--- config.mk ---
export PLATFORM = sky130hd
export DESIGN_NAME = wdtu_watchdog
export DESIGN_NICKNAME = d
export VERILOG_FILES = /design/src/rtl/wdtu_watchdog.v
export VERILOG_INCLUDE_DIRS = /design/src /design/src/shared
export SDC_FILE = /design/constraint.sdc
export NUM_CORES = 1
export LEC_CHECK = 0
export ABC_AREA = 1
export BUFFER_PORTS_ARGS = -buffer_cell sky130_fd_sc_hd__buf_2
export CAP_MARGIN = 20
export CELL_PAD_IN_SITES_DETAIL_PLACEMENT = 0
export CELL_PAD_IN_SITES_GLOBAL_PLACEMENT = 1
export CORE_ASPECT_RATIO = 0.8
export CORE_UTILIZATION = 42
export CTS_CLUSTER_DIAMETER = 40
export CTS_CLUSTER_SIZE = 24
export DETAILED_ROUTE_END_ITERATION = 16
export PLACE_DENSITY_LB_ADDON = 0.1
export SLEW_MARGIN = 15
export SYNTH_ARGS = -nofsm -noshare
export SYNTH_HDL_FRONTEND = slang
export SYNTH_SLANG_ARGS = --single-unit
--- constraint.sdc ---
create_clock -name pclk -period 5.45 [get_ports pclk]
set_input_delay 0.545 -clock pclk [delete_from_list [all_inputs] [get_ports pclk]]
set_output_delay 0.545 -clock pclk [all_outputs]
set_load 0.01 [all_outputs]
--- src/shared/wdtu_defs.vh ---
// Offsets, field positions, reset values and timing counts for the watchdog timer unit
`ifndef WDTU_DEFS_VH
`define WDTU_DEFS_VH
// APB register byte addresses
`define WDTU_OFS_RESET_CONTROL_REG 12'h000
`define WDTU_OFS_CFG 12'h004
`define WDTU_OFS_CMD 12'h008
`define WDTU_OFS_CNT 12'h00C
// Reset-control register fields
`define WDTU_RC_IDLE 2
`define WDTU_RC_SLEEP 3
`define WDTU_RC_WATCHDOG_TIMEOUT_FLAG 4
`define WDTU_RC_SWEN 5
// Configuration word fields
`define WDTU_CFG_POST_LSB 0
`define WDTU_CFG_POST_MSB 3
`define WDTU_CFG_PRE 4
`define WDTU_CFG_WINDOW_DISABLE 6
`define WDTU_CFG_FIXEN 7
`define WDTU_CFG_RESET 8'hCF
// Command register bits (write-only pulses)
`define WDTU_CMD_CLEAR 0
`define WDTU_CMD_SLEEP 1
`define WDTU_CMD_IDLE 2
// Prescaler ratios
`define WDTU_PRE_SHORT 8'h20
`define WDTU_PRE_LONG 8'h80
// Nominal oscillator rate in Hz and pclk rate in Hz
`define WDTU_LOW_POWER_RC_OSC_HZ 32000
`define WDTU_PCLK_HZ 40000000
`endif

--- src/rtl/wdtu_watchdog.v ---
// Watchdog timer unit: prescaler, postscaler, window check, APB registers
// Function
// - Watchdog runs from low-power RC clock; enabling watchdog enables that oscillator.
// - Prescaler divides by 32 or by 128 per configuration bit.
// - At 32 kHz the prescaler period is about 1 ms or 4 ms.
// - Four-bit postscaler field selects 16 ratios from 1:1 to 1:32768.
// - Counter, prescaler and postscaler clear on every device reset.
// - Completion of any clock switch clears counter and dividers.
// - Entering sleep or idle via power-save instruction clears counter and dividers.
// - Leaving sleep or idle clears counter and dividers.
// - Clear instruction in normal execution clears counter and dividers.
// - Enabled watchdog keeps counting during sleep or idle.
// - Time-out in sleep or idle wakes the core instead of resetting.
// - Sleep and idle flags stay set after wake until software clears.
// - Time-out flag sets on time-out and stays until software clears.
// - Fixed-enable bit set means the watchdog always runs.
// - With fixed-enable clear, watchdog runs only while soft-enable bit set.
// - Soft-enable bit clears on every device reset.
// - In window mode a clear before the last quarter causes a reset.
// - Prescale select one means divide by 128, zero divide by 32.
// - Window-disable one means non-window, zero means window mode.
// - Postscale field codes powers of two, 1111 is 1:32768.
//
// Decided for this implementation: the register addresses and the APB interface to the registers.
`timescale 1ns/1ps
`include "wdtu_defs.vh"

module wdtu_watchdog #(
  parameter PCLK_HZ = `WDTU_PCLK_HZ,  // System clock rate
  parameter LOW_POWER_RC_OSC_HZ = `WDTU_LOW_POWER_RC_OSC_HZ   // Nominal oscillator rate
) (
  input wire pclk,             // APB clock
  input wire presetn,          // Async reset, active low
  input wire psel,             // APB select
  input wire penable,          // APB enable
  input wire pwrite,           // APB direction
  input wire [11:0] paddr,     // APB byte address
  input wire [31:0] pwdata,    // APB write data
  output reg [31:0] prdata,    // APB read data
  output reg pready,           // APB ready
  output reg pslverr,          // APB error
  input wire low_power_rc_osc_tick,        // Oscillator clock from outside pclk domain
  input wire clk_switch_done,  // Clock switch completed (pin)
  input wire wake_event,       // Other wake source ending power-save (pin)
  output reg low_power_rc_osc_en, // Oscillator enable request
  output reg wdt_reset_req,    // One-cycle device reset request
  output reg wake_req,         // One-cycle core wake request
  output reg core_asleep       // Core in sleep or idle
);

  localparam ST_RUN = 2'h0;
  localparam ST_SLEEP = 2'h1;
  localparam ST_IDLE = 2'h2;

  // Configuration word and status
  reg [7:0] watchdog_config_word;
  reg watchdog_soft_enable;
  reg watchdog_timeout_flag;
  reg sleep_flag;
  reg idle_flag;
  reg [1:0] pstate;
  reg [6:0] pre_cnt;
  reg [15:0] post_cnt;
  reg [2:0] tick_sync;
  reg [1:0] sw_sync;
  reg [1:0] wk_sync;
  reg sw_q;
  reg wk_q;
  reg [1:0] next_pstate;

  // Writes act at the access edge; reads are captured at setup
  // so the read data already stands through the whole access cycle
  wire wen = psel & penable & pwrite & pready;
  wire ren = psel & ~penable & ~pwrite;
  wire [3:0] postscale_select = watchdog_config_word[`WDTU_CFG_POST_MSB:`WDTU_CFG_POST_LSB];
  wire prescale_select = watchdog_config_word[`WDTU_CFG_PRE];
  wire window_disable = watchdog_config_word[`WDTU_CFG_WINDOW_DISABLE];
  wire watchdog_fixed_enable = watchdog_config_word[`WDTU_CFG_FIXEN];
  // Commands are refused outside run: a stopped core cannot issue them
  wire cmd_wr = wen && (paddr == `WDTU_OFS_CMD);
  wire watchdog_clear_instr = cmd_wr && pwdata[`WDTU_CMD_CLEAR] && (pstate == ST_RUN);
  wire power_save_sleep = cmd_wr && pwdata[`WDTU_CMD_SLEEP] && (pstate == ST_RUN);
  wire power_save_idle = cmd_wr && pwdata[`WDTU_CMD_IDLE] && !pwdata[`WDTU_CMD_SLEEP]
                         && (pstate == ST_RUN);
  wire power_save_instr = power_save_sleep | power_save_idle;
  wire wdt_on = watchdog_fixed_enable | watchdog_soft_enable;
  wire tick_rise = tick_sync[1] & ~tick_sync[2];
  wire sw_rise = sw_sync[1] & ~sw_q;
  wire wk_rise = wk_sync[1] & ~wk_q;

  // Divider last-count helper: ratio is a power of two
  function [15:0] wdtu_post_last;
    input [3:0] sel;
    begin
      wdtu_post_last = (16'h0001 << sel) - 16'h0001;
    end
  endfunction

  // Prescaler last count from its ratio; 128 wraps to zero in seven bits
  function [6:0] wdtu_pre_last;
    input [7:0] ratio;
    begin
      wdtu_pre_last = ratio[6:0] - 7'h01;
    end
  endfunction

  // roughly 1 ms or 4 ms
  wire [6:0] pre_last = prescale_select ? wdtu_pre_last(`WDTU_PRE_LONG)
                                        : wdtu_pre_last(`WDTU_PRE_SHORT);
  wire pre_done = tick_rise && (pre_cnt == pre_last);
  wire [15:0] post_last = wdtu_post_last(postscale_select);
  wire timeout = wdt_on && pre_done && (post_cnt == post_last);
  // Elapsed ticks since the last clear, prescale count in the low bits
  wire [22:0] elapsed = prescale_select ? {post_cnt, pre_cnt}
                                        : {2'h0, post_cnt, pre_cnt[4:0]};
  // Full period in ticks; 1:32768 at divide-by-128 still fits 23 bits
  wire [15:0] post_full = post_last + 16'h0001;
  wire [22:0] period = prescale_select ? {post_full, 7'h00} : {2'h0, post_full, 5'h00};
  // Last quarter starts three quarters into the period
  wire [22:0] win_start = period - {2'h0, period[22:2]};
  // early clear check
  // Counting whole ticks keeps 1:1 and 1:2 exact with no special case
  wire early = (elapsed < win_start);
  wire window_violation = watchdog_clear_instr && wdt_on && !window_disable && early;
  wire leave_save = (pstate != ST_RUN) && (timeout || wk_rise);
  // A disabled watchdog holds its dividers at zero, so enabling starts a full period
  wire div_clear = watchdog_clear_instr | sw_rise | power_save_instr | leave_save | !wdt_on;

  // Next power state; a reset request wins over a power-save command
  always @* begin
    next_pstate = pstate;
    case (pstate)
      ST_RUN: begin
        if (timeout || window_violation) begin
          next_pstate = ST_RUN;
        end else if (power_save_sleep) begin
          next_pstate = ST_SLEEP;
        end else if (power_save_idle) begin
          next_pstate = ST_IDLE;
        end
      end
      ST_SLEEP, ST_IDLE: begin
        // Own time-out or an outside event ends power-save
        if (timeout || wk_rise) begin
          next_pstate = ST_RUN;
        end
      end
      // Unused code falls back to run
      default: next_pstate = ST_RUN;
    endcase
  end

  // Synchronisers for pins from outside pclk
  // The oscillator must run below a third of pclk, or rises are lost
  // The third tick stage only feeds the edge detect, never other logic
  always @(posedge pclk or negedge presetn) begin
    if (!presetn) begin
      tick_sync <= 3'h0;
      sw_sync <= 2'h0;
      wk_sync <= 2'h0;
      sw_q <= 1'b0;
      wk_q <= 1'b0;
    end else begin
      tick_sync <= {tick_sync[1:0], low_power_rc_osc_tick};
      sw_sync <= {sw_sync[0], clk_switch_done};
      wk_sync <= {wk_sync[0], wake_event};
      sw_q <= sw_sync[1];
      wk_q <= wk_sync[1];
    end
  end

  // A prescale change mid-count may stretch one period; clear after reconfiguring
  // reset clears dividers
  always @(posedge pclk or negedge presetn) begin
    if (!presetn) begin
      pre_cnt <= 7'h00;
      post_cnt <= 16'h0000;
    end else if (div_clear || timeout) begin
      pre_cnt <= 7'h00;
      post_cnt <= 16'h0000;
    end else if (tick_rise) begin
      if (pre_done) begin
        pre_cnt <= 7'h00;
        post_cnt <= post_cnt + 16'h0001;
      end else begin
        pre_cnt <= pre_cnt + 7'h01;
      end
    end
  end

  // Power state and wake/reset outputs
  always @(posedge pclk or negedge presetn) begin
    if (!presetn) begin
      pstate <= ST_RUN;
      wake_req <= 1'b0;
      wdt_reset_req <= 1'b0;
      core_asleep <= 1'b0;
    end else begin
      pstate <= next_pstate;
      wake_req <= 1'b0;
      wdt_reset_req <= 1'b0;
      case (pstate)
        ST_RUN: begin
          if (timeout || window_violation) begin
            wdt_reset_req <= 1'b1;
          end
        end
        ST_SLEEP, ST_IDLE: begin
          if (timeout || wk_rise) begin
            wake_req <= 1'b1;
          end
        end
        default: wdt_reset_req <= 1'b0;
      endcase
      // Asleep follows the state being entered, so it can never sit beside a reset pulse
      core_asleep <= (next_pstate != ST_RUN);
    end
  end

  // Registered so the enable pin never glitches while the config word changes
  // oscillator follows watchdog enable
  always @(posedge pclk or negedge presetn) begin
    if (!presetn) begin
      low_power_rc_osc_en <= 1'b0;
    end else begin
      low_power_rc_osc_en <= wdt_on;
    end
  end

  // Config word stands in for fuses, so software may rewrite it at any time
  // Registers; hardware set wins over software clear
  always @(posedge pclk or negedge presetn) begin
    if (!presetn) begin
      watchdog_config_word <= `WDTU_CFG_RESET;
      watchdog_soft_enable <= 1'b0;
      watchdog_timeout_flag <= 1'b0;
      sleep_flag <= 1'b0;
      idle_flag <= 1'b0;
    end else begin
      if (wen && paddr == `WDTU_OFS_CFG) begin
        watchdog_config_word <= pwdata[7:0];
      end
      if (wen && paddr == `WDTU_OFS_RESET_CONTROL_REG) begin
        watchdog_soft_enable <= pwdata[`WDTU_RC_SWEN];
        watchdog_timeout_flag <= pwdata[`WDTU_RC_WATCHDOG_TIMEOUT_FLAG];
        sleep_flag <= pwdata[`WDTU_RC_SLEEP];
        idle_flag <= pwdata[`WDTU_RC_IDLE];
      end
      if (timeout || window_violation) begin
        watchdog_timeout_flag <= 1'b1;
      end
      if (power_save_sleep) begin
        sleep_flag <= 1'b1;
      end
      if (power_save_idle) begin
        idle_flag <= 1'b1;
      end
    end
  end

  // APB slave: no wait states, reads captured in setup
  // Unmapped addresses answer with an error; writes there are dropped
  always @(posedge pclk or negedge presetn) begin
    if (!presetn) begin
      prdata <= 32'h00000000;
      pready <= 1'b0;
      pslverr <= 1'b0;
    end else begin
      pready <= psel & ~penable;
      pslverr <= psel & ~penable & (paddr != `WDTU_OFS_RESET_CONTROL_REG) & (paddr != `WDTU_OFS_CFG)
                 & (paddr != `WDTU_OFS_CMD) & (paddr != `WDTU_OFS_CNT);
      if (ren) begin
        case (paddr)
          `WDTU_OFS_RESET_CONTROL_REG: prdata <= {26'h0, watchdog_soft_enable, watchdog_timeout_flag,
                                     sleep_flag, idle_flag, 2'h0};
          `WDTU_OFS_CFG: prdata <= {24'h0, watchdog_config_word};
          `WDTU_OFS_CNT: prdata <= {pre_cnt, 9'h000, post_cnt};
          default: prdata <= 32'h00000000;
        endcase
      end
    end
  end

endmodule // wdtu_watchdog

# Yosys cells after proc, flatten, opt, wreduce, memory -nomap -nowiden
# Cells that the tools add are included.
# classes
addsub	5
multipliers	0
n_div	0
order_cmp	1
n_eq_ne	10
shifts	1
n_mux	25
bitwise	23
n_reduce_logical	35
# op_table
op	count
32-bit one-hot mux with 3 select lines	1
16-bit two-way mux	3
23-bit two-way mux	2
16-bit by 1-bit adder with 16-bit output, second input constant	2
7-bit two-way mux	4
12-bit by 4-bit equality test with 1-bit output, second input constant	2
12-bit by 4-bit inequality test with 1-bit output, second input constant	2
23-bit < comparator	1
23-bit by 21-bit subtractor with 23-bit output	1
1-bit logical AND	17
16-bit equality test	1
1-bit by 4-bit << shifter with 16-bit output, first input constant	1
16-bit by 1-bit subtractor with 16-bit output, second input constant	1
2-bit nonzero test	7
1-bit bitwise AND	12
12-bit by 3-bit equality test with 1-bit output, second input constant	1
12-bit logical NOT	1
12-bit by 3-bit inequality test with 1-bit output, second input constant	1
12-bit nonzero test	1
1-bit two-way mux	10
2-bit two-way mux	4
7-bit by 1-bit adder with 7-bit output, second input constant	1
7-bit equality test	1
1-bit OR	6
other kinds (9)	17
# word_totals
ff_bits	84
latchBits	0
ramBits	0
romBits	0
input_bits	52
memories	0

# Logic depth before layout (Yosys ltp)
# Gate-level depths: netlist of run 1.
# logic_depth
depth_word	14
ltp_mapped	38
ltp_nobuf	37

# Least setup slack after synthesis of run 1
# Ideal clock, no wire load.
# synth_path
path_type	register -> register
from	register watchdog_config_word[1]
to	register core_asleep
setup_time_ns	0.118
arrival_ns	4.572
required_time_ns	5.332
setup_slack_ns	0.760
stages_incl_launch_ff	33
n_path_buf	1
period_less_slack_ns	4.690
cell_sequence	dfstp_2 -> buf_2 -> nor2_2 -> nand3_2 -> ha_1 -> inv_1 -> nand4_1 -> nand2_1 -> nand2_1 -> nor2_1 -> nand2_1 -> xor2_1 -> inv_1 -> o21ai_0 -> inv_1 -> ha_1 -> a21oi_1 -> o21ai_0 -> a21oi_1 -> o21ai_0 -> nand2_1 -> nand2_1 -> xor2_1 -> ha_1 -> a21oi_1 -> nand3b_1 -> a21oi_1 -> nor4_1 -> nand2_1 -> nand3_1 -> o21ai_0 -> nand2_1 -> nand2_1
# synth_via
elab_chain_len	11
word_cells_on_any_way	15
cone_classes	add/sub (3); order compare (1); eq/ne (1); shift (1); mux (4); reduce/logical (5)
# synth_lines
element	line	text
from (decl)	wdtu_watchdog.v:56	reg [7:0] watchdog_config_word;
from (signal assigned)	wdtu_watchdog.v:234	watchdog_config_word <= `WDTU_CFG_RESET;
from (signal assigned)	wdtu_watchdog.v:241	watchdog_config_word <= pwdata[7:0];
1-bit by 4-bit << shifter with 16-bit output (*)	wdtu_watchdog.v:95	wdtu_post_last = (16'h0001 << sel) - 16'h0001;
16-bit by 1-bit subtractor with 16-bit output (*)	wdtu_watchdog.v:95	
16-bit by 1-bit adder with 16-bit output	wdtu_watchdog.v:117	wire [15:0] post_full = post_last + 16'h0001;
23-bit two-way mux	wdtu_watchdog.v:118	wire [22:0] period = prescale_select ? {post_full, 7'h00} : {2'h0, post_full, 5'h00};
23-bit by 21-bit subtractor with 23-bit output	wdtu_watchdog.v:120	wire [22:0] win_start = period - {2'h0, period[22:2]};
23-bit < comparator	wdtu_watchdog.v:123	wire early = (elapsed < win_start);
1-bit logical AND	wdtu_watchdog.v:124	wire window_violation = watchdog_clear_instr && wdt_on && !window_disable && early;
1-bit logical OR	wdtu_watchdog.v:134	if (timeout || window_violation) begin
2-bit two-way mux	wdtu_watchdog.v:134	
2-bit one-hot mux with 2 select lines (*)	wdtu_watchdog.v:132	case (pstate)
2-bit nonzero test (*)	wdtu_watchdog.v:216	core_asleep <= (next_pstate != ST_RUN);
to (signal assigned)	wdtu_watchdog.v:216	
to (decl)	wdtu_watchdog.v:48	output reg core_asleep
# Every way passes the cells marked *; elsewhere a longest branch is shown, timed or not.
# A chain may end at the register's enable or synchronous reset.

# Final worst setup path of run 1
# layout_path
from	register watchdog_config_word[0]
to	register core_asleep
# Same word-level chain as after synthesis.

==> metrics.md, run 1 <==
| Metric | Value |
|---|---|
| Clock-pin slew on the worst setup and hold paths | 0.06 ns |
| Initial core utilization | 43.27% |
| Crit start category | register |
| Crit-path leading delay family | simple AND/OR/NAND/NOR gates |
| Final setup viols | 0 |
| Worst setup margin | 0.3843 ns |
| Clock sink count | 75 |
| Non-filler cells, final | 1129 |
| Overall routing resource usage | 24.32% |
| Bufs on Longest Clock Path | 2 |
| Leakage | 0.003645 µW |
| Final Max Slew Viols | 0 |
| Placed instance count | 1101 |
| Clk Latency, worst-skew pair | 0.33 ns |
| Netlist cell types | 48 |
| HP Class | input pin to register |
| Crit. End Element | register |
| Vias | 5995 |
| Initial antenna violation count | 0 |
| Core Util, Final | 50.63% |
| Area growth from synthesis to final layout | 17.01% |
| Synth area leaders | dfrtp_1 (28%), nand2_1 (13%), ha_1 (8.2%) |
| Synth Register Bits | 75 |
| Status | complete, but fails checks |
| Die W | 138.2 µm |
| Post-synth top area share | 27.72% |
| Async SR Flop Fraction | 100.0% |
| CTS tree | yes |
| Mapped Area | 6228 µm² |
| Die height | 110.9 µm |
| Worst EP required | 5.72 ns |
| Final period util | 92.95% |
| CP peak stage delay | 0.60 ns |
| Largest net degree at the start of global routing | 76 |
| Num ports | 90 |
| Relative slew slack | 31.80% |
| Actual slew at the worst max-slew pin | 1.022 ns |
| Hold buffers post-CTS | 0 |
| Failing checks | design-rule violations |
| Vias in the first global route | 5745 |
| Crit path time final | 5.066 ns |
| First-pass GRT wire length | 29740 µm |
| DR vias/cell | 5.310 |
| Final cell area excluding filler cells | 7288 µm² |
| Worst path bufs/invs | 4 |
| Yosys top cell by area | dfrtp_1 |
| Post-Place Cell Area | 6713 µm² |
| Die area | 15320 µm² |
| Critical path class | register to register |
| Port Buffer Count | 56 |
| Fin Setup TNS | 0 ns |
| Nets | 1033 |
| Clk_skew | 0.008003 ns |
| Final Hold Violating Endpoints | 0 |
| CP Max Fanout | 5 |
| Hpwl dp | 13990 µm |
| Post-DRT Antenna Nets | 0 |
| Cts bufs inserted | 9 |
| 1st-pass router iterations | 14 |
| Crit-path slowest cell | dfstp_2 |
| Yosys warning count | 0 |
| Post-route DRC | 3 |
| WL/cell | 16.06 µm |
| Core Area | 14400 µm² |
| Detailed Route WL | 18130 µm |
| Pre-CTS setup slack | 0.1842 ns |
| Layout cells sized above 1 | 20.21% |
| Sequential Area | 1884 µm² |
| CTS H-tree lvls | 3 |
| Max Cap Viol | 0 |
| Arrival @ worst endpoint | 5.33 ns |
| Rows | 39 |
| Fill cell count | 1451 |
| CP most frequent cell | nand2_1 |
| Fmax | 197.4 MHz |
| DRT iter0 DRCs | 434 |
| CTS Root Cell | clkbuf_16 |
| PwrDens | 178.0 nW/µm² |
| Dominant synthesized flop cell | dfrtp_1 |
| Post-synth EDFFs | 0 |
| GPL Wtd Cong | 0.8938 |
| Sequential cell area fraction in the yosys report | 30.25% |
| Area taken by multi-input logic gates | 3913 µm² |
| Antenna cells | 0 |
| Avg Inst Size Synth | 7.159 µm² |
| Synth Instances | 870 |
| Peak VDD IR | 0.1737 mV |
| Gr ovfl total | 0 |
cell families (layout without fill, tap and decap cells):
group                    Yosys count  after routing  synth area share [%]
flip-flops                        75             75                 30.25
buffers and inverters            147            214                 9.924
adder cells (fa/ha/maj)           41             41                 8.236
XOR/XNOR                          45             45                 6.448
AO/OA/AOI/OAI                    157            157                 14.89
other                              1              9               0.06021
AND/OR/NAND/NOR                  404            404                 30.19
worst register-to-register path: cells and delay by family, from the launching register on:
kind                     cells  cell delay [ns]
AO/OA/AOI/OAI                6             0.97
XOR/XNOR                     1             0.14
adder cells (fa/ha/maj)      3             0.91
buffers and inverters        4             0.44
flip-flops                   1             0.60
AND/OR/NAND/NOR             17             1.95
metal layers:
layer	wire length, µm	global-route usage [%]	share of wire, %
met5	0	0	0
met4	61	3.596	0.34
met3	885	3.283	4.9
met2	7983	37.65	44
met1	9203	36.51	51
power by group:
part / leakage [µW] / total [µW] / internal [µW] / switching (µW)
clock: 0.000159 / 655 / 425 / 229
combinational: 0.00250 / 71.7 / 21.7 / 50.0
sequential: 0.000986 / 571 / 565 / 5.79
total: 0.00364 / 1300 / 1010 / 285
what timing repair did:
action / CTS / global route
gates resized for setup: 0 / 44
setup buffers: 0 / 12
endpoints found under the setup margin: 0 / 5
path summary, 6_finish.rpt:
path,start,end,slack [ns],cells past startpoint
setup / recovery,watchdog_config_word[0],core_asleep,0.38,31
hold reg to reg,tick_sync[0],tick_sync[1],0.35,0
hold / removal,low_power_rc_osc_tick,tick_sync[0],0.32,1
max in group asynchronous,presetn,pslverr,4.45,1
min in group asynchronous,presetn,pre_cnt[2],0.36,1
setup reg to reg,watchdog_config_word[0],core_asleep,0.38,31
state kept, by name (all words and copies together), names as in the netlist:
name	flops
prdata	23
post_cnt	16
watchdog_config_word	8
pre_cnt	7
tick_sync	3
pstate	2
sw_sync	2
wk_sync	2
core_asleep	1
idle_flag	1
low_power_rc_osc_en	1
pready	1
pslverr	1
sleep_flag	1
sw_q	1
wake_req	1
watchdog_soft_enable	1
watchdog_timeout_flag	1
wdt_reset_req	1
wk_q	1
cells in the final DEF (no fill, tap or decap), drive strengths merged, types with 2 or more instances in the layout:
cell type,n
o2111ai,3
a211oi,3
or2,6
nor4,11
nor3,13
buf,87
ha,41
dfrtp,69
clkbuf,12
nand3b,4
a21oi,41
inv,111
nand3,63
nand2,224
o21bai,2
nor2,66
a21boi,3
bufinv,2
o22ai,9
o21ai,64
o31ai,22
conb,9
xor2,31
nand4,16
xnor2,14
o211ai,6
dfstp,6
stage by stage:
stage | power [µW] | hold WS (ns)
finish | 1298 | 0.3200
global route | 1344 | 0.3020
CTS | 1309 | 0.3132
detailed placement | 651.9 | 0.3372
global placement | 649.5 | 0.3322
floorplan | 623.7 | 0.2494
Yosys cell counts (all sizes together), types with 2 or more instances:
library cell,instances
nand2,224
inv,111
dfrtp,69
nor2,66
o21ai,64
nand3,63
a21oi,41
ha,41
xor2,31
o31ai,22
buf,18
clkbuf,18
nand4,16
xnor2,14
nor3,13
nor4,11
o22ai,9
dfstp,6
o211ai,6
or2,6
nand3b,4
a211oi,3
a21boi,3
o2111ai,3
o21bai,2
final cells by class:
cell class	instances	share of cell area, %
Sequential cell	75	25.85
Tap cell	184	3.159
Inverter	111	5.717
Clock inverter	4	0.9957
Multi-Input combinational cell	656	53.68
Clock buffer	12	3.519
Timing Repair Buffer	87	7.073
No activity file was read; power rests on OpenSTA's default activity.
==> run 2: changes to the inputs <==
--- a/config.mk
+++ b/config.mk
@@ -12,7 +12,8 @@
 export CELL_PAD_IN_SITES_DETAIL_PLACEMENT = 0
 export CELL_PAD_IN_SITES_GLOBAL_PLACEMENT = 1
 export CORE_ASPECT_RATIO = 0.8
-export CORE_UTILIZATION = 42
+export CORE_MARGIN = 2
+export CORE_UTILIZATION = 34
 export CTS_CLUSTER_DIAMETER = 40
 export CTS_CLUSTER_SIZE = 24
 export DETAILED_ROUTE_END_ITERATION = 16
==> metrics.md, run 2 (same netlist as run 1, synthesis figures left out) <==
| Metric | Value |
|---|---|
| DR vias/cell | 5.139 |
| Max Cap Viol | 0 |
| Sw Ratio | 22.03% |
| Bufs on Longest Clock Path | 2 |
| 1st-pass router iterations | 6 |
| Crit start category | register |
| Post-route DRC | 0 |
| Initial core utilization | 34.49% |
| Largest register FFs | 23 |
| Die area | 19420 µm² |
| GPL Wtd Cong | 0.8906 |
| Comb pwr share | 5.9% |
| HP Class | input pin to register |
| Final Max Slew Viols | 0 |
| Antenna cells | 0 |
| Post-DRT Antenna Nets | 0 |
| Cts bufs inserted | 9 |
| Switching pwr | 286.8 µW |
| Actual slew at the worst max-slew pin | 0.9689 ns |
| Port Buffer Count | 56 |
| PwrDens | 175.4 nW/µm² |
| Leakage | 0.003683 µW |
| Initial antenna violation count | 0 |
| Die W | 155.3 µm |
| Pre-CTS setup slack | 0.1404 ns |
| Largest regs | prdata (23), post_cnt (16), watchdog_config_word (8) |
| Area growth from synthesis to final layout | 19.16% |
| Arrival @ worst endpoint | 5.27 ns |
| Overall routing resource usage | 20.01% |
| Die height | 125.1 µm |
| Final period util | 92.56% |
| First-pass GRT wire length | 31050 µm |
| CTS H-tree lvls | 3 |
| Relative slew slack | 35.40% |
| Core Area | 18060 µm² |
| Final Hold Violating Endpoints | 0 |
| Internal power | 1015 µW |
| CP Max Fanout | 5 |
| Clock sink count | 75 |
| Layout cells sized above 1 | 20.67% |
| Fill cell count | 1918 |
| Crit path time final | 5.044 ns |
| Hpwl dp | 15080 µm |
| Crit-path slowest cell | dfstp_2 |
| Clock-pin slew on the worst setup and hold paths | 0.06 ns |
| Commonest cells after routing, fill and taps aside | nand2_1 (208), inv_1 (99), dfrtp_1 (69) |
| Final setup viols | 0 |
| CP most frequent cell | nand2_1 |
| Most common library cell in the layout ignoring fill and taps | nand2_1 |
| Vias in the first global route | 5911 |
| Hold buffers post-CTS | 0 |
| Overall power | 1302 µW |
| Largest net degree at the start of global routing | 76 |
| CP peak stage delay | 0.56 ns |
| Status | finished, final reports clean |
| WL/cell | 16.36 µm |
| Nets | 1041 |
| Detailed Route WL | 19350 µm |
| CTS Root Cell | clkbuf_16 |
| Worst EP required | 5.67 ns |
| Seq pwr share | 43.8% |
| Peak VDD IR | 0.1232 mV |
| CTS tree | yes |
| Fmax | 198.2 MHz |
| Crit. End Element | register |
| DRT iter0 DRCs | 412 |
| Clk pwr share | 50.3% |
| Largest Register | prdata |
| Clk_skew | 0.007554 ns |
| Critical path class | register to register |
| Rows | 44 |
| Gr ovfl total | 0 |
| Num ports | 90 |
| Vias | 6079 |
| Worst setup margin | 0.4057 ns |
| Clk Latency, worst-skew pair | 0.33 ns |
[run 2: worst max-delay path, delay by kind of cell (launching register included)]
| kind | cells | cell delay (ns) |
|---|---|---|
| flip-flops | 1 | 0.56 |
| adder cells (fa/ha/maj) | 3 | 0.90 |
| XOR/XNOR | 1 | 0.26 |
| AND/OR/NAND/NOR | 15 | 1.76 |
| buffers and inverters | 4 | 0.45 |
| AO/OA/AOI/OAI | 6 | 1.01 |
[run 2: stage by stage]
step                      cells  util [%]  hold slack [ns]  setup TNS (ns)  area, µm²
after floorplan             878         -           0.2494               0       6259
after global placement     1160     38.03           0.3341               0       6868
after detailed placement   1160     38.03           0.3402               0       6868
after CTS                  1176     39.86           0.3054               0       7197
after global routing       1183     41.10           0.3004        -0.04761       7422
final                      1183     41.10           0.3173               0       7422
[run 2: repair_timing]
action | CTS | global route
resized for setup | 0 | 44
buffers inserted | 0 | 6
setup endpoints to repair | 0 | 5
[run 2: power by group through the flow]
stage	sequential [µW]	clock [µW]	combinational (µW)
2_1_floorplan	580	0	43.9
3_3_place_gp	580	0	72.4
3_5_place_dp	581	0	74.2
4_1_cts	571	673	74.4
5_1_grt	571	699	86.8
6_report	571	655	76.3
[run 2: final cells by class]
cell class | count | area, µm² | share of cell area [%]
clock inverters | 4 | 72.57 | 0.9777
clock buffers | 12 | 256.5 | 3.456
inverters | 111 | 419.2 | 5.647
flip-flops and latches | 75 | 1884 | 25.39
well taps | 230 | 287.8 | 3.877
multi-input cells | 656 | 3902 | 52.58
repair buffers | 95 | 599.3 | 8.075
[run 2: per-layer routing]
metal	up-vias	wire length, µm	GRT usage [%]
met3	16	834	3.154
li1	3044	-	-
met4	0	167	3.508
met5	-	0	0
met1	2865	9761	29.90
met2	154	8588	30.77
[run 2: path summary, 6_finish.rpt]
path	startpoint	end	slack (ns)	depth (start not counted)
max	watchdog_config_word[0]	core_asleep	0.41	29
min	low_power_rc_osc_tick	tick_sync[0]	0.32	1
max reg2reg	watchdog_config_word[0]	core_asleep	0.41	29
min reg2reg	sw_sync[0]	sw_sync[1]	0.35	0
max in group asynchronous	presetn	watchdog_config_word[5]	4.45	1
min in group asynchronous	presetn	pre_cnt[2]	0.36	1
==> run 3: changes to the inputs <==
--- a/config.mk
+++ b/config.mk
@@ -7,7 +7,6 @@
 export NUM_CORES = 1
 export LEC_CHECK = 0
 export ABC_AREA = 1
-export BUFFER_PORTS_ARGS = -buffer_cell sky130_fd_sc_hd__buf_2
 export CAP_MARGIN = 20
 export CELL_PAD_IN_SITES_DETAIL_PLACEMENT = 0
 export CELL_PAD_IN_SITES_GLOBAL_PLACEMENT = 1
@@ -17,8 +16,10 @@
 export CTS_CLUSTER_DIAMETER = 40
 export CTS_CLUSTER_SIZE = 24
 export DETAILED_ROUTE_END_ITERATION = 16
+export DONT_BUFFER_PORTS = 1
 export PLACE_DENSITY_LB_ADDON = 0.1
 export SLEW_MARGIN = 15
 export SYNTH_ARGS = -nofsm -noshare
 export SYNTH_HDL_FRONTEND = slang
 export SYNTH_SLANG_ARGS = --single-unit
+export TNS_END_PERCENT = 5
==> metrics.md, run 3 (same netlist as run 1, synthesis figures left out) <==
| Metric | Value |
|---|---|
| Status | finished, final reports clean |
| CTS tree | yes |
| CTS Root Cell | clkbuf_16 |
| Largest register FFs | 23 |
| DRT iter0 DRCs | 391 |
| WL/cell | 17.08 µm |
| Initial core utilization | 34.49% |
| 1st-pass router iterations | 5 |
| Rows | 44 |
| Final period util | 92.14% |
| Vias | 5811 |
| Final Hold Violating Endpoints | 0 |
| Area growth from synthesis to final layout | 14.66% |
| Sw Ratio | 23.15% |
| Port Buffer Count | 0 |
| Area taken by multi-input logic gates | 3890 µm² |
| Fill cell count | 1940 |
| CP peak stage delay | 0.57 ns |
| Commonest cells after routing, fill and taps aside | nand2_1 (208), inv_1 (102), dfrtp_1 (69) |
| CP most frequent cell | nand2_1 |
| Core Area | 18060 µm² |
| Crit path time final | 5.022 ns |
| Arrival @ worst endpoint | 5.25 ns |
| Clk_skew | 0.006977 ns |
| Post-Place Cell Area | 6630 µm² |
| Die height | 125.1 µm |
| Clk Latency, worst-skew pair | 0.34 ns |
| DR vias/cell | 5.124 |
| Antenna cells | 0 |
| Clock-pin slew on the worst setup and hold paths | 0.06 ns |
| Crit start category | register |
| Final setup viols | 0 |
| Bufs on Longest Clock Path | 2 |
| Critical path class | register to register |
| Worst setup margin | 0.4285 ns |
| Actual slew at the worst max-slew pin | 1.059 ns |
| First-pass GRT wire length | 30610 µm |
| Comb pwr share | 5.1% |
| CTS H-tree lvls | 3 |
| Seq pwr share | 46.3% |
| Die W | 155.3 µm |
| CP Max Fanout | 4 |
| Worst EP required | 5.67 ns |
| Detailed Route WL | 19370 µm |
| Layout cells sized above 1 | 15.82% |
| Final Max Slew Viols | 0 |
| Max Cap Viol | 0 |
| Largest regs | prdata (23), post_cnt (16), watchdog_config_word (8) |
| Largest net degree at the start of global routing | 70 |
| Initial antenna violation count | 0 |
| Gr ovfl total | 0 |
| Cts bufs inserted | 9 |
| Fin Setup TNS | 0 ns |
| HP Class | input pin to asynchronous set/reset pin |
| Crit. End Element | register |
| Pre-CTS setup slack | 0.2260 ns |
| Die area | 19420 µm² |
| Post-DRT Antenna Nets | 0 |
| Leakage | 0.003435 µW |
| Switching pwr | 285.5 µW |
| Clk pwr share | 48.5% |
| Largest Register | prdata |
| Sequential Area | 1884 µm² |
| Most common library cell in the layout ignoring fill and taps | nand2_1 |
| Overall power | 1233 µW |
| Final cell area excluding filler cells | 7142 µm² |
| Crit-path slowest cell | dfstp_2 |
| GPL Wtd Cong | 0.9284 |
| Internal power | 947.6 µW |
| Fmax | 199.1 MHz |
| Num ports | 90 |
| Overall routing resource usage | 20.10% |
| Post-route DRC | 0 |
| Clock sink count | 75 |
| Vias in the first global route | 5480 |
| Hpwl dp | 15000 µm |
| Relative slew slack | 29.35% |
| Nets | 992 |
| Peak VDD IR | 0.1357 mV |
| PwrDens | 172.7 nW/µm² |
-- run 3: cell types whose count changed in the layout (fill, tap and decap cells not counted), moves of 3 or more --
cell and change:
buf_4 +7, o21ai_2 -4, inv_1 +3, inv_2 -3, buf_2 -55, o21ai_0 +3
-- run 3: power by group through the flow --
| stage | Sequential, µW | Clock [µW] | Combinational [µW] |
|---|---|---|---|
| floorplan | 580 | 0 | 43.9 |
| global route | 573 | 636 | 73.1 |
| global placement | 581 | 0 | 49.2 |
| detailed placement | 581 | 0 | 50.6 |
| finish | 571 | 599 | 63.1 |
| CTS | 571 | 610 | 64.0 |
-- run 3: path summary, 6_finish.rpt --
check / startpoint / end / slack, ns / cells past startpoint
worst max register to register: watchdog_config_word[0] / core_asleep / 0.43 / 36
max in group asynchronous: presetn / sw_sync[1] / 5.06 / 1
worst max-delay path: watchdog_config_word[0] / core_asleep / 0.43 / 36
min in group pclk: wake_event / wk_sync[0] / 0.24 / 0
worst min-delay path: presetn / watchdog_config_word[7] / 0.05 / 0
worst min register to register: wk_sync[0] / wk_sync[1] / 0.36 / 0
-- run 3: area by class of cell --
| class | instances | share of cell area (%) |
|---|---|---|
| repair buffers | 46 | 5.116 |
| multi-input cells | 656 | 54.47 |
| inverters | 111 | 5.869 |
| clock buffers | 11 | 3.399 |
| clock inverters | 5 | 0.7358 |
| well taps | 230 | 4.029 |
| flip-flops and latches | 75 | 26.38 |
-- run 3: metal layers --
metal  vias to the layer above  routed length (µm)  GRT usage (%)  part of all wire, %
met3                         6                 828          3.466                  4.3
li1                       2933                   -              -                    -
met2                       140                8300          29.62                   43
met5                         -                   0              0                    0
met1                      2732               10160          31.15                   52
met4                         0                  81          2.968                 0.42
-- run 3: critical path: cells and delay by family, from the launching register on --
family / cells / cell delay (ns)
simple gates: 25 / 2.62
fa+ha+maj: 3 / 0.83
flops: 1 / 0.57
buf+inv: 4 / 0.53
compound gates: 4 / 0.37
-- run 3: timing repair --
item | 4_1_cts | 5_1_grt
setup buffers | 0 | 7
endpoints found under the setup margin | 0 | 5
hold endpoints to repair | 69 | 0
resized for setup | 0 | 34
hold buffers | 1 | 0
-- run 3: stage by stage --
step	std cells	hold WS, ns	utilization, %
floorplan	878	0.2494	-
global placement	1110	0.2512	36.72
finish	1134	0.05202	39.55
detailed placement	1110	0.2510	36.72
CTS	1127	0.04133	38.50
global route	1134	0.03262	39.55
